### config.mk
export PLATFORM = sky130hd
export DESIGN_NAME = host_slave_port
export DESIGN_NICKNAME = d
export VERILOG_FILES = /design/src/rtl/byte_fifo.v /design/src/rtl/host_slave_port.v
export VERILOG_INCLUDE_DIRS = /design/src /design/src/rtl
export SDC_FILE = /design/constraint.sdc
export NUM_CORES = 1
export LEC_CHECK = 0
export ABC_CLOCK_PERIOD_IN_PS = 6500
export BUFFER_PORTS_ARGS = -buffer_cell sky130_fd_sc_hd__buf_2
export CORE_MARGIN = 2
export CORE_UTILIZATION = 29
export CTS_BUF_LIST = sky130_fd_sc_hd__clkbuf_16
export DETAILED_ROUTE_END_ITERATION = 10
export PLACE_DENSITY_LB_ADDON = 0.1
export SLEW_MARGIN = 40
export SYNTH_ARGS = -nofsm -noshare
export SYNTH_HDL_FRONTEND = slang
export SYNTH_SLANG_ARGS = --single-unit
export TNS_END_PERCENT = 1
### constraint.sdc
create_clock -name mclk_in -period 6.5 [get_ports mclk_in]
set_input_delay 0.325 -clock mclk_in [delete_from_list [all_inputs] [get_ports mclk_in]]
set_output_delay 0.325 -clock mclk_in [all_outputs]
set_load 0.02 [all_outputs]
### src/rtl/hsp_consts.vh
`ifndef HSP_CONSTS_VH
`define HSP_CONSTS_VH
// Data width of the host port and of the microcontroller bus
`define HSP_DATA_W       8
// Bit of a command byte that clears the host interrupt
`define HSP_CMD_TOP_BIT  7
// FIFO geometry on the memory-to-port path
`define HSP_FIFO_DEPTH   16
`define HSP_FIFO_AW      4
// Status register reset value
`define HSP_STATUS_RST   8'h00
`endif

### src/rtl/byte_fifo.v
`timescale 1ns/1ns
`default_nettype none
// Flop based FIFO, valid/ready on both sides
module byte_fifo #(
	parameter WIDTH = 8,
	parameter DEPTH = 16,
	parameter AW    = 4
) (
	input  wire             mclk_in,
	input  wire             rst_in,
	input  wire [WIDTH-1:0] wr_data_in,
	input  wire             wr_valid_in,
	output wire             wr_ready_out,
	output wire [WIDTH-1:0] rd_data_out,
	output wire             rd_valid_out,
	input  wire             rd_ready_in
);
	reg [WIDTH-1:0] mem_reg [0:DEPTH-1];
	reg [AW-1:0]    wptr_reg;
	reg [AW-1:0]    rptr_reg;
	reg [AW:0]      count_reg;
	wire            push;
	wire            pop;

	// ---------------------------------------------------------------
	// Flags
	// ---------------------------------------------------------------
	assign wr_ready_out = (count_reg != DEPTH[AW:0]);
	assign rd_valid_out = (count_reg != {(AW+1){1'b0}});
	assign rd_data_out  = mem_reg[rptr_reg];
	assign push = wr_valid_in & wr_ready_out;
	assign pop  = rd_valid_out & rd_ready_in;

	// Storage has no reset; only pointers and fill count need a defined state
	always @(posedge mclk_in) begin
		if (push) begin
			mem_reg[wptr_reg] <= wr_data_in;
		end
	end

	// Pointers and fill count
	always @(posedge mclk_in or posedge rst_in) begin
		if (rst_in) begin
			wptr_reg  <= {AW{1'b0}};
			rptr_reg  <= {AW{1'b0}};
			count_reg <= {(AW+1){1'b0}};
		end else begin
			if (push) begin
				wptr_reg <= wptr_reg + 1'b1;
			end
			if (pop) begin
				rptr_reg <= rptr_reg + 1'b1;
			end
			if (push & ~pop) begin
				count_reg <= count_reg + 1'b1;
			end else if (pop & ~push) begin
				count_reg <= count_reg - 1'b1;
			end
		end
	end
endmodule
`default_nettype wire

### src/rtl/host_slave_port.v
`timescale 1ns/1ns
`default_nettype none
`include "hsp_consts.vh"
module host_slave_port #(
	parameter DW = `HSP_DATA_W
) (
	input  wire          mclk_in,
	input  wire          rst_in,
	// Host side pins; the four input strobes are active low
	input  wire          host_port_select_n_in,
	input  wire          transfer_acknowledge_n_in,
	input  wire          host_rd_n_in,
	input  wire          host_memory_write_strobe_n_in,
	input  wire [DW-1:0] host_data_in,
	output reg  [DW-1:0] host_data_out,
	output wire          host_data_oe_out,
	output wire          transfer_request_out,
	output wire          host_irq_out,
	output wire          illegal_select_out,
	// Microcontroller side, same clock domain
	input  wire          mcu_cmd_rd_in,
	input  wire          mcu_data_rd_in,
	input  wire          mcu_data_wr_in,
	input  wire [DW-1:0] mcu_wdata_in,
	input  wire          mcu_req_arm_in,
	input  wire          mcu_status_wr_in,
	input  wire [DW-1:0] mcu_status_in,
	input  wire          mcu_complete_in,
	output reg  [DW-1:0] mcu_rdata_out,
	output wire          mcu_data_valid_out,
	output wire          mcu_irq_out,
	output wire          host_irq_busy_out
);
	// ---------------------------------------------------------------
	// Synchronisers
	// ---------------------------------------------------------------
	reg  [3:0]    s1_reg;
	reg  [3:0]    s2_reg;
	reg  [3:0]    s3_reg;
	reg  [DW-1:0] d1_reg;
	reg  [DW-1:0] d2_reg;
	wire          sel;
	wire          ack;
	wire          rd;
	wire          wr;
	wire          wr_rise;
	wire          rd_fall;

	// Strobes are asynchronous to mclk_in, two flops before use
	always @(posedge mclk_in or posedge rst_in) begin
		if (rst_in) begin
			s1_reg <= 4'hf;
			s2_reg <= 4'hf;
			s3_reg <= 4'hf;
			d1_reg <= {DW{1'b0}};
			d2_reg <= {DW{1'b0}};
		end else begin
			s1_reg <= {host_port_select_n_in, transfer_acknowledge_n_in,
				host_rd_n_in, host_memory_write_strobe_n_in};
			s2_reg <= s1_reg;
			s3_reg <= s2_reg;
			d1_reg <= host_data_in;
			d2_reg <= d1_reg;
		end
	end

	assign sel = ~s2_reg[3];
	assign ack = ~s2_reg[2];
	assign rd  = ~s2_reg[1];
	assign wr  = ~s2_reg[0];
	// Write is taken at its rising (closing) edge, data settled by then
	assign wr_rise = ~s3_reg[0] & s2_reg[0];
	assign rd_fall = s3_reg[1] & ~s2_reg[1];

	// Overlap of select and acknowledge is flagged, not decoded
	assign illegal_select_out = sel & ack;

	// ---------------------------------------------------------------
	// Decoded host cycles
	// ---------------------------------------------------------------
	wire cmd_wr;
	wire dma_wr;
	wire dma_rd;
	assign cmd_wr = wr_rise & sel & ~ack;
	assign dma_wr = wr_rise & ack & ~sel;
	assign dma_rd = rd_fall & ack & ~sel;

	// ---------------------------------------------------------------
	// Command latch, microcontroller interrupt
	// ---------------------------------------------------------------
	reg [DW-1:0] cmd_reg;
	reg          mcu_irq_reg;

	// Set wins over a same-cycle clear so no command is lost
	always @(posedge mclk_in or posedge rst_in) begin
		if (rst_in) begin
			cmd_reg     <= {DW{1'b0}};
			mcu_irq_reg <= 1'b0;
		end else begin
			if (cmd_wr) begin
				cmd_reg     <= d2_reg;
				mcu_irq_reg <= 1'b1;
			end else if (mcu_cmd_rd_in) begin
				mcu_irq_reg <= 1'b0;
			end
		end
	end
	assign mcu_irq_out = mcu_irq_reg;

	// ---------------------------------------------------------------
	// Data path: memory-to-port bytes buffered in a FIFO
	// ---------------------------------------------------------------
	wire          fifo_in_ready;
	wire [DW-1:0] fifo_out_data;
	wire          fifo_out_valid;

	// A full FIFO withholds the request, which stalls the host DMA
	byte_fifo #(
		.WIDTH (DW),
		.DEPTH (`HSP_FIFO_DEPTH),
		.AW    (`HSP_FIFO_AW)
	) u_fifo (
		.mclk_in      (mclk_in),
		.rst_in       (rst_in),
		.wr_data_in   (d2_reg),
		.wr_valid_in  (dma_wr),
		.wr_ready_out (fifo_in_ready),
		.rd_data_out  (fifo_out_data),
		.rd_valid_out (fifo_out_valid),
		.rd_ready_in  (mcu_data_rd_in)
	);
	assign mcu_data_valid_out = fifo_out_valid;

	// Read data to the microcontroller held in a flop
	always @(posedge mclk_in or posedge rst_in) begin
		if (rst_in) begin
			mcu_rdata_out <= {DW{1'b0}};
		end else if (mcu_cmd_rd_in) begin
			mcu_rdata_out <= cmd_reg;
		end else if (mcu_data_rd_in & fifo_out_valid) begin
			mcu_rdata_out <= fifo_out_data;
		end
	end

	// ---------------------------------------------------------------
	// Transfer request
	// ---------------------------------------------------------------
	reg          req_reg;
	reg [DW-1:0] out_latch_reg;

	// Armed only by firmware: on a byte load, or for parametric commands
	always @(posedge mclk_in or posedge rst_in) begin
		if (rst_in) begin
			req_reg       <= 1'b0;
			out_latch_reg <= {DW{1'b0}};
		end else begin
			if (mcu_data_wr_in) begin
				out_latch_reg <= mcu_wdata_in;
			end
			if (mcu_data_wr_in) begin
				req_reg <= 1'b1;
			end else if (mcu_req_arm_in &
				(mcu_cmd_rd_in | mcu_data_rd_in)) begin
				req_reg <= 1'b1;
			end else if (dma_wr | dma_rd) begin
				req_reg <= 1'b0;
			end
		end
	end
	// One byte per request, held off while the buffer is full
	assign transfer_request_out = req_reg & fifo_in_ready;

	// ---------------------------------------------------------------
	// Status and host interrupt
	// ---------------------------------------------------------------
	reg [DW-1:0] status_reg;
	reg          host_irq_reg;

	always @(posedge mclk_in or posedge rst_in) begin
		if (rst_in) begin
			status_reg   <= `HSP_STATUS_RST;
			host_irq_reg <= 1'b0;
		end else begin
			if (mcu_status_wr_in) begin
				status_reg <= mcu_status_in;
			end
			// Completion after status update; only while low
			if (mcu_complete_in & ~host_irq_reg) begin
				host_irq_reg <= 1'b1;
			end else if (cmd_wr & d2_reg[`HSP_CMD_TOP_BIT]) begin
				host_irq_reg <= 1'b0;
			end
		end
	end
	assign host_irq_out      = host_irq_reg;
	assign host_irq_busy_out = host_irq_reg;

	// ---------------------------------------------------------------
	// Host read data: status on select, latch on acknowledge
	// ---------------------------------------------------------------
	// Pins drive only while the host read strobe is seen low
	assign host_data_oe_out = rd & (sel ^ ack);
	always @(posedge mclk_in or posedge rst_in) begin
		if (rst_in) begin
			host_data_out <= {DW{1'b0}};
		end else if (sel & ~ack) begin
			host_data_out <= status_reg;
		end else begin
			host_data_out <= out_latch_reg;
		end
	end
endmodule
`default_nettype wire

==> run_results.csv, run 1 <==
group,metric,value,unit
cts,clkSlewWorstSetupHoldPaths,0.06,ns
outcome,outcome,"finished clean",
cts,clk_latency,0.50,ns
yosys,netlist_area,8110,um2
placed_design,dp_hpwl,11200,um
finish,n_antenna_cell,0,
finish,largest_reg_flops,128,
min_path,hold_class,"input pin to register",
drt,wl_per_cell,19.0,um
drt,drt_iter0_drc,307,
finish,areaGrowthSynthToFinish,19.3,%
global_route,antenna_found_initial,0,
cts,cts_setup_buffers,0,
power,fin_total_pwr,0.00369,W
setup_path,startpoint_type,"register",
die,top_level_ports,59,
global_route,grt_max_degree,44,
yosys,synth_top_flop_cell,"edfxtp_1",
sta,post-route-period-util,45.3,%
global_route,gr-total-overflow,0,
finish,drive_gt1_share,31.6,%
power,switching_share,29.2,%
placed_design,place_area,8820,um2
yosys,ys_warn_count,0,
yosys,synth_edf_count,128,
die,coreArea,27600,um2
yosys,yosysMostFrequentCell,"edfxtp_1",
power,leakage,3.56,nW
setup_path,cp_max_fo,12,
power,seqPwrFrac,44.4,%
power,internal_power,0.00261,W
setup_path,required,6.93,ns
sta,timing.max_slew.rel_slack,51.5,%
yosys,ys_seq_elements,210,
flow_run,cap_violations,0,
cts,cts_buffers,25,
cts,cts_tree,"built",
cts,h-tree-depth,1,
yosys,synthCells,446,
cts,cts-root-buf,"clkbuf_16",
power,clkPwrFrac,33.3,%
power,pwr-share-comb,22.3,%
sta,setup_violations,0,
yosys,syn_area_per_cell,18.2,um2
yosys,synth.area.top_cells,"edfxtp_1, dfrtp_1, mux4_2",
placed_design,io_buffers,58,
yosys,synth_commonest_cells,"edfxtp_1, dfrtp_1, mux2_2",
drt,viasPerCell,4.54,
sta,hold_viol,0,
sta,fmax,339,MHz
placed_design,place.gp.congestion,0.712,
finish,fillers,2658,
drt,first_pass_iters,4,
drt,ant_nets,0,
yosys,synth_top_area_share,47.4,%
cts,clock-sinks,210,
sta,setup_tns,0,ns
die,initial_core_util,29.4,%
cts,hold_buffers,13,
cts,ctsResizeCount,0,
yosys,ys_seq_area_share,72.8,%
yosys,synth.distinct_cells,41,
power,power_switching,0.00108,W
die,die-area,29300,um2
drt,wirelength,17500,um
finish,finish.net_count,574,
drt,vias,4182,
yosys,syn_nets,494,
global_route,grt_pass1_vias,4360,
power,p_per_area,381,nW/um2
die,die_h,171,um
cts,clockBufferDepth,3,
setup_path,path_class,"register to register",
die,dieWidth,171,um
sta,finalClockSkew,0.0152,ns
yosys,synth_largest_area_cell,"edfxtp_1",
power,vdd_drop_max,180,uV
yosys,ys_async_sr_fraction,39.0,%
sta,rsz0062_at_grt,"false",
sta,final.min_clock_period,2.95,ns
setup_path,crit_path_end_kind,"register",
sta,maxSlewViolCount,0,
finish,fin_area,9680,um2
setup_path,crit_arrival,3.38,ns
drt,drc_errors,0,
global_route,grt_use_total,12.2,%
die,core.rowCount,61,
global_route,grt_pass1_wl,26800,um
sta,worst_pin_slew,0.728,ns
## power groups by stage
stage | Sequential, W | Combinational [W] | Clock, W
global placement | 0.00166 | 0.000825 | 0
floorplan | 0.00164 | 0.000600 | 0
detailed placement | 0.00166 | 0.000831 | 0
finish | 0.00164 | 0.000822 | 0.00123
CTS | 0.00164 | 0.000840 | 0.00127
global route | 0.00166 | 0.000900 | 0.00132
## metrics by stage
step / cells / hold slack (ns) / util [%] / setup WS [ns]
final: 922 / 0.0603 / 35.0 / 3.55
after global routing: 922 / 0.0412 / 35.0 / 3.25
after CTS: 922 / 0.0331 / 35.0 / 3.51
after detailed placement: 864 / 0.336 / 31.9 / 3.54
after global placement: 864 / 0.334 / 31.8 / 3.55
after floorplan: 446 / 0.329 / - / 3.79
## routing by layer
metal	share of wire, %	vias to the layer above	GRT usage [%]
li1	-	1884	-
met1	48	2189	17.6
met2	47	76	19.2
met3	2.6	33	1.68
met4	2.5	0	3.43
met5	0	-	0
## final cells by class
| type | count | area (um2) | share of cell area (%) |
|---|---|---|---|
| clock buffer | 26 | 651 | 6.72 |
| tap | 378 | 473 | 4.89 |
| multi-input combinational | 200 | 2050 | 21.2 |
| inverter | 10 | 38.8 | 0.401 |
| sequential | 210 | 5910 | 61.1 |
| timing repair buffer | 79 | 480 | 4.97 |
| clock inverter | 19 | 76.3 | 0.789 |
## final timing paths
check	startpoint	to	slack [ns]	cells past startpoint
min in group asynchronous	rst_in	host_data_out[5]$_DFF_PP0_	0.48	3
max in group asynchronous	rst_in	u_fifo.rptr_reg[1]$_DFFE_PP0P_	5.01	4
worst min register to register	d1_reg[6]$_DFF_PP0_	d2_reg[6]$_DFF_PP0_	0.35	0
worst max register to register	u_fifo.count_reg[0]$_DFFE_PP0P_	u_fifo.count_reg[4]$_DFFE_PP0P_	3.55	11
worst min-delay path	mcu_status_in[7]	status_reg[7]$_DFFE_PP0P_	0.06	2
worst max-delay path	u_fifo.count_reg[0]$_DFFE_PP0P_	u_fifo.count_reg[4]$_DFFE_PP0P_	3.55	11
## critical path, cell delays in order (launching register included)
cell      delay (ns)
dfrtp_1         0.44
nor4_1          0.47
a21boi_0        0.17
buf_4           0.21
inv_1           0.11
ha_1            0.17
inv_1           0.12
fa_1            0.47
a21o_1          0.18
a21oi_1         0.16
mux2i_1         0.23
xnor2_1         0.13
## layout by cell type, fill, tap and decap left out, types with 2 or more instances in the layout
cell type	instances
inv_1	21
xnor2_1	9
edfxtp_1	128
buf_4	8
dfstp_2	10
nand2_1	7
a21o_1	3
o21ai_0	9
dlygate4sd3_1	13
a21oi_1	3
and2_1	6
mux4_2	24
nor3b_2	4
a31oi_1	9
clkinv_1	3
dfrtp_1	71
a22oi_1	8
mux2_2	34
mux2i_1	17
nor2b_1	4
inv_2	2
clkbuf_16	26
o21ai_1	3
a221oi_1	8
a21boi_0	2
nor2_1	4
buf_2	58
ha_1	11
and4_1	4
o31ai_1	9
nor4bb_1	4
nand2b_1	8
clkinv_2	2
## cells by family after synthesis
logic type / synth area share [%]
fa+ha+maj: 1.94
mux: 13.5
flops: 72.8
xor+xnor: 1.08
simple gates: 3.82
compound gates: 4.67
buf+inv: 2.17
Note: power is estimated with default switching activity, not from simulation.
==> run 2, diff against run 1 <==
- ABC_AREA: unset -> 1
- ABC_CLOCK_PERIOD_IN_PS: 6500 -> 2640
- clock period: 6.5 -> 2.64 ns (I/O delays scaled with it)
==> run_results.csv, run 2 <==
group,metric,value,unit
sta,post-route-period-util,87.9,%
die,die-area,31200,um2
sta,finalClockSkew,0.0157,ns
finish,areaGrowthSynthToFinish,22.1,%
power,leakage,4.60,nW
yosys,synth_top_flop_cell,"edfxtp_1",
finish,seq_area,5910,um2
cts,clkSlewWorstSetupHoldPaths,0.06,ns
finish,finish.net_count,965,
die,initial_core_util,29.3,%
setup_path,startpoint_type,"register",
finish,layout_commonest_cell,"nand2_1",
sta,maxSlewViolCount,0,
cts,h-tree-depth,1,
finish,largest_reg_flops,128,
finish,most-common-layout-cells,"nand2_1, edfxtp_1, inv_1, nand3_1, dfrtp_1",
sta,hold_viol,0,
placed_design,io_buffers,58,
sta,worst_pin_slew,0.819,ns
yosys,synth_commonest_cells,"nand2_1, edfxtp_1, inv_1",
setup_path,required,3.08,ns
outcome,outcome,"finished clean",
global_route,grt_use_total,14.3,%
power,p_per_area,929,nW/um2
yosys,synth_largest_area_cell,"edfxtp_1",
drt,viasPerCell,4.29,
drt,drt_iter0_drc,468,
setup_path,crit_path_end_kind,"register",
finish,multi_input_area,2200,um2
power,switching_share,34.9,%
yosys,synthCells,803,
drt,drc_errors,0,
finish,drive_gt1_share,16.8,%
placed_design,dp_hpwl,13400,um
setup_path,cp_max_fo,4,
global_route,grt_max_degree,69,
yosys,ys_seq_elements,210,
power,power_switching,0.00342,W
setup_path,crit_arrival,2.76,ns
drt,first_pass_iters,4,
cts,clk_latency,0.52,ns
drt,vias,5683,
cts,cts_setup_buffers,0,
yosys,synth_edf_count,128,
sta,setup_tns,0,ns
yosys,ys_warn_count,0,
global_route,antenna_found_initial,1,
yosys,synth_top_area_share,44.5,%
yosys,syn_area_per_cell,10.8,um2
setup_path,path_class,"register to register",
global_route,grt_pass1_wl,34000,um
power,internal_power,0.00638,W
drt,ant_nets,0,
cts,cts_buffers,25,
global_route,gr-total-overflow,0,
yosys,ys_seq_area_share,68.4,%
min_path,hold_class,"input pin to register",
die,die_h,177,um
cts,clock-sinks,210,
sta,setup_violations,0,
yosys,synth.area.top_cells,"edfxtp_1, dfrtp_1, nand2_1",
global_route,grt_pass1_vias,5837,
finish,fillers,3009,
cts,cts_tree,"built",
power,vdd_drop_max,404,uV
yosys,syn_nets,851,
die,core.rowCount,63,
sta,rsz0062_at_grt,"false",
sta,fmax,431,MHz
finish,fin_util,35.8,%
yosys,netlist_area,8640,um2
die,dieWidth,177,um
die,top_level_ports,59,
sta,timing.max_slew.rel_slack,45.4,%
flow_run,cap_violations,0,
power,clkPwrFrac,31.8,%
yosys,synth.distinct_cells,31,
drt,wl_per_cell,16.2,um
die,coreArea,29500,um2
power,seqPwrFrac,40.6,%
sta,final.min_clock_period,2.32,ns
yosys,yosysMostFrequentCell,"nand2_1",
cts,cts-root-buf,"clkbuf_16",
placed_design,place.gp.congestion,0.759,
cts,clockBufferDepth,3,
finish,n_antenna_cell,0,
power,pwr-share-comb,27.6,%
yosys,ys_async_sr_fraction,39.0,%
drt,wirelength,21400,um
==> run 2: path summary, 6_finish.rpt <==
| check | start | end | slack (ns) | cells past startpoint |
|---|---|---|---|---|
| worst max-delay path | s2_reg[0]$_DFF_PP1_ | u_fifo.count_reg[4]$_DFFE_PP0P_ | 0.32 | 15 |
| worst min-delay path | mcu_data_wr_in | out_latch_reg[4]$_DFFE_PP0P_ | 0.02 | 3 |
| worst max register to register | s2_reg[0]$_DFF_PP1_ | u_fifo.count_reg[4]$_DFFE_PP0P_ | 0.32 | 15 |
| worst min register to register | d1_reg[7]$_DFF_PP0_ | d2_reg[7]$_DFF_PP0_ | 0.35 | 0 |
| max in group asynchronous | rst_in | s1_reg[0]$_DFF_PP1_ | 1.86 | 4 |
| min in group asynchronous | rst_in | u_fifo.count_reg[2]$_DFFE_PP0P_ | 0.17 | 3 |
==> run 2: worst max-delay path, stage by stage, from the launching register on <==
cell and delay, ns:
dfstp_2 0.52, inv_1 0.03, nor2_1 0.08, inv_1 0.07, nor3_2 0.13, nand2_1 0.11, inv_2 0.07, ha_1 0.18
inv_2 0.08, fa_1 0.43, nand2_1 0.09, nand2_1 0.06, a21oi_2 0.12, xor2_1 0.15, nand2_1 0.06, o21ai_0 0.06
==> run 2: area by class of cell <==
| cell class | instances | share of cell area, % |
|---|---|---|
| clock inverters | 19 | 0.842 |
| clock buffers | 26 | 6.17 |
| multi-input cells | 470 | 20.9 |
| repair buffers | 118 | 8.07 |
| flip-flops and latches | 210 | 56.1 |
| well taps | 390 | 4.63 |
| inverters | 92 | 3.35 |
==> run 2: repair_timing <==
action                                  4_1_cts  5_1_grt
resized for setup                             0        3
hold endpoints to repair                     78        0
hold buffers                                 34        0
endpoints found under the setup margin        0        2
==> run 2: cell families after synthesis <==
logic type | synth area share (%)
AND/OR/NAND/NOR | 19.2
flip-flops | 68.4
multiplexers | 1.04
AO/OA/AOI/OAI | 2.40
XOR/XNOR | 0.913
adder cells (fa/ha/maj) | 1.83
buffers and inverters | 6.20
==> run 2: metrics by stage <==
stage | cell area, um2 | worst slack [ns] | hold WS (ns) | total power, W | instances
4_1_cts | 10500 | 0.151 | 0.00426 | 0.00994 | 1325
5_1_grt | 10500 | 0.0146 | 0.0366 | 0.0104 | 1325
2_1_floorplan | 8640 | 0.321 | 0.136 | 0.00586 | 803
6_report | 10500 | 0.320 | 0.0178 | 0.00979 | 1325
3_5_place_dp | 9460 | 0.144 | 0.172 | 0.00675 | 1246
3_3_place_gp | 9450 | 0.205 | 0.238 | 0.00675 | 1246
==> run 2: layer usage <==
metal | up-vias | part of all wire, % | track usage, %
met1 | 2728 | 47 | 20.2
met2 | 95 | 47 | 22.9
met4 | 0 | 2.0 | 3.58
met3 | 29 | 4.3 | 2.17
met5 | - | 0 | 0
li1 | 2831 | - | -
==> run 2: power by group through the flow <==
stage	combinational (W)	clock, W	sequential, W
finish	0.00271	0.00311	0.00398
global route	0.00306	0.00335	0.00402
CTS	0.00275	0.00322	0.00398
detailed placement	0.00270	0	0.00404
global placement	0.00271	0	0.00404
floorplan	0.00182	0	0.00404
==> run 3, diff against run 2 <==
- MAX_ROUTING_LAYER: unset -> met4
==> run_results.csv, run 3 (synthesis gave the netlist of run 2 again) <==
group,metric,value,unit
global_route,antenna_found_initial,1,
setup_path,crit_arrival,2.78,ns
global_route,grt_use_total,14.7,%
cts,clockBufferDepth,3,
power,p_per_area,930,nW/um2
sta,worst_pin_slew,0.824,ns
finish,layout_commonest_cell,"nand2_1",
drt,drt_iter0_drc,496,
cts,cts-root-buf,"clkbuf_16",
finish,fillers,3009,
sta,maxSlewViolCount,0,
global_route,grt_pass1_vias,5832,
finish,finish.net_count,965,
drt,drc_errors,0,
sta,setup_violations,0,
finish,most-common-layout-cells,"nand2_1, edfxtp_1, inv_1, nand3_1, dfrtp_1",
finish,n_antenna_cell,0,
global_route,gr-total-overflow,0,
finish,fin_util,35.8,%
cts,clock-sinks,210,
placed_design,dp_hpwl,13400,um
die,die-area,31200,um2
cts,cts_buffers,25,
cts,clkSlewWorstSetupHoldPaths,0.06,ns
setup_path,cp_max_fo,4,
setup_path,reg2reg_from,"s2_reg[0]$_DFF_PP1_",
sta,fmax,428,MHz
die,dieWidth,177,um
sta,timing.max_slew.rel_slack,45.1,%
die,coreArea,29500,um2
die,die_h,177,um
min_path,hold_class,"input pin to register",
drt,first_pass_iters,5,
setup_path,max_stage_delay,0.52,ns
sta,post-route-period-util,88.6,%
setup_path,slowest_stage,"dfstp_2",
global_route,met2_usage,22.9,%
setup_path,crit_path_end_kind,"register",
cts,clk_latency,0.52,ns
flow_run,cap_violations,0,
placed_design,place.gp.congestion,0.769,
die,core.rowCount,63,
setup_path,crit_top_cell,"nand2_1",
die,initial_core_util,29.3,%
drt,ant_nets,0,
power,leakage,4.60,nW
drt,viasPerCell,4.31,
sta,final.min_clock_period,2.34,ns
sta,hold_viol,0,
global_route,use_met3,2.07,%
outcome,outcome,"finished clean",
placed_design,io_buffers,58,
sta,setup_tns,0,ns
drt,wirelength,21500,um
drt,wl_per_cell,16.2,um
min_path,hold_start,"mcu_data_wr_in",
finish,areaGrowthSynthToFinish,22.1,%
finish,drive_gt1_share,16.8,%
setup_path,startpoint_type,"register",
setup_path,path_class,"register to register",
setup_path,cp-startpoint,"s2_reg[0]$_DFF_PP1_",
die,top_level_ports,59,
setup_path,required,3.08,ns
sta,rsz0062_at_grt,"false",
global_route,grt_pass1_wl,34000,um
global_route,grt_util_met1,20.3,%
setup_path,path_cells,"inv_1 > nor2_1 > inv_1 > nor3_2 > nand2_1 > inv_2 > ha_1 > inv_2 > fa_1 > nand2_1 > nand2_1 > a21oi_2 > xor2_1 > nand2_1 > o21ai_0",
global_route,grt_max_degree,69,
cts,h-tree-depth,1,
drt,vias,5712,
global_route,grt_busiest_layer,"met2",
cts,cts_tree,"built",
power,vdd_drop_max,404,uV
sta,finalClockSkew,0.0192,ns
finish,largest_reg_flops,128,
==> run 3: cell counts in the layout (fill, tap and decap cells not counted) <==
Identical to the previous run, type by type.
==> run 3: area by class of cell <==
class	count	area [um2]	share of cell area (%)
multi-input cells	470	2200	20.9
flip-flops and latches	210	5910	56.1
clock inverters	19	88.8	0.842
clock buffers	26	651	6.17
inverters	92	353	3.35
well taps	390	488	4.63
repair buffers	118	851	8.07
==> run 3: critical path: cells and delay by family, from the launching register on <==
family | cells | cell delay (ns)
buffers and inverters | 4 | 0.25
DFF | 1 | 0.52
AOI/OAI and AO/OA | 2 | 0.18
and+or+nand+nor | 6 | 0.55
adders and majority gates | 2 | 0.62
xor gates and xnor gates | 1 | 0.15
==> run 3: power by group <==
group,switching [W],total [W],internal [W]
clock network,0.00135,0.00312,0.00178
registers,0.000224,0.00398,0.00375
logic,0.00186,0.00271,0.000848
==> run 3: timing repair <==
item / CTS / global route
gates resized for setup: 0 / 3
hold buffers: 34 / 0
setup endpoints to repair: 0 / 2
hold endpoints to repair: 78 / 0
buffers inserted: 0 / 0
==> run 3: worst paths after layout <==
| kind | end | slack, ns | depth (start not counted) |
|---|---|---|---|
| max | u_fifo.count_reg[4]$_DFFE_PP0P_ | 0.30 | 15 |
| min | out_latch_reg[4]$_DFFE_PP0P_ | 0.02 | 3 |
| max reg2reg | u_fifo.count_reg[4]$_DFFE_PP0P_ | 0.30 | 15 |
| min reg2reg | d2_reg[1]$_DFF_PP0_ | 0.35 | 0 |
| max in group asynchronous | s3_reg[0]$_DFF_PP1_ | 1.86 | 4 |
| min in group asynchronous | u_fifo.count_reg[2]$_DFFE_PP0P_ | 0.16 | 3 |
==> run 3: routing by layer <==
metal,vias to the layer above,routed length (um)
met5,-,0
met2,89,9960
met1,2755,10200
met4,0,485
met3,35,777
li1,2833,-
==> run 3: through the flow <==
step	area (um2)	hold slack, ns	instances	setup slack [ns]	total power, W
finish	10500	0.0197	1325	0.302	0.00981
global route	10500	0.0363	1325	0.0146	0.0104
CTS	10500	0.00426	1325	0.151	0.00994
detailed placement	9460	0.172	1246	0.144	0.00675
global placement	9450	0.238	1246	0.205	0.00675
floorplan	8640	0.136	803	0.321	0.00586
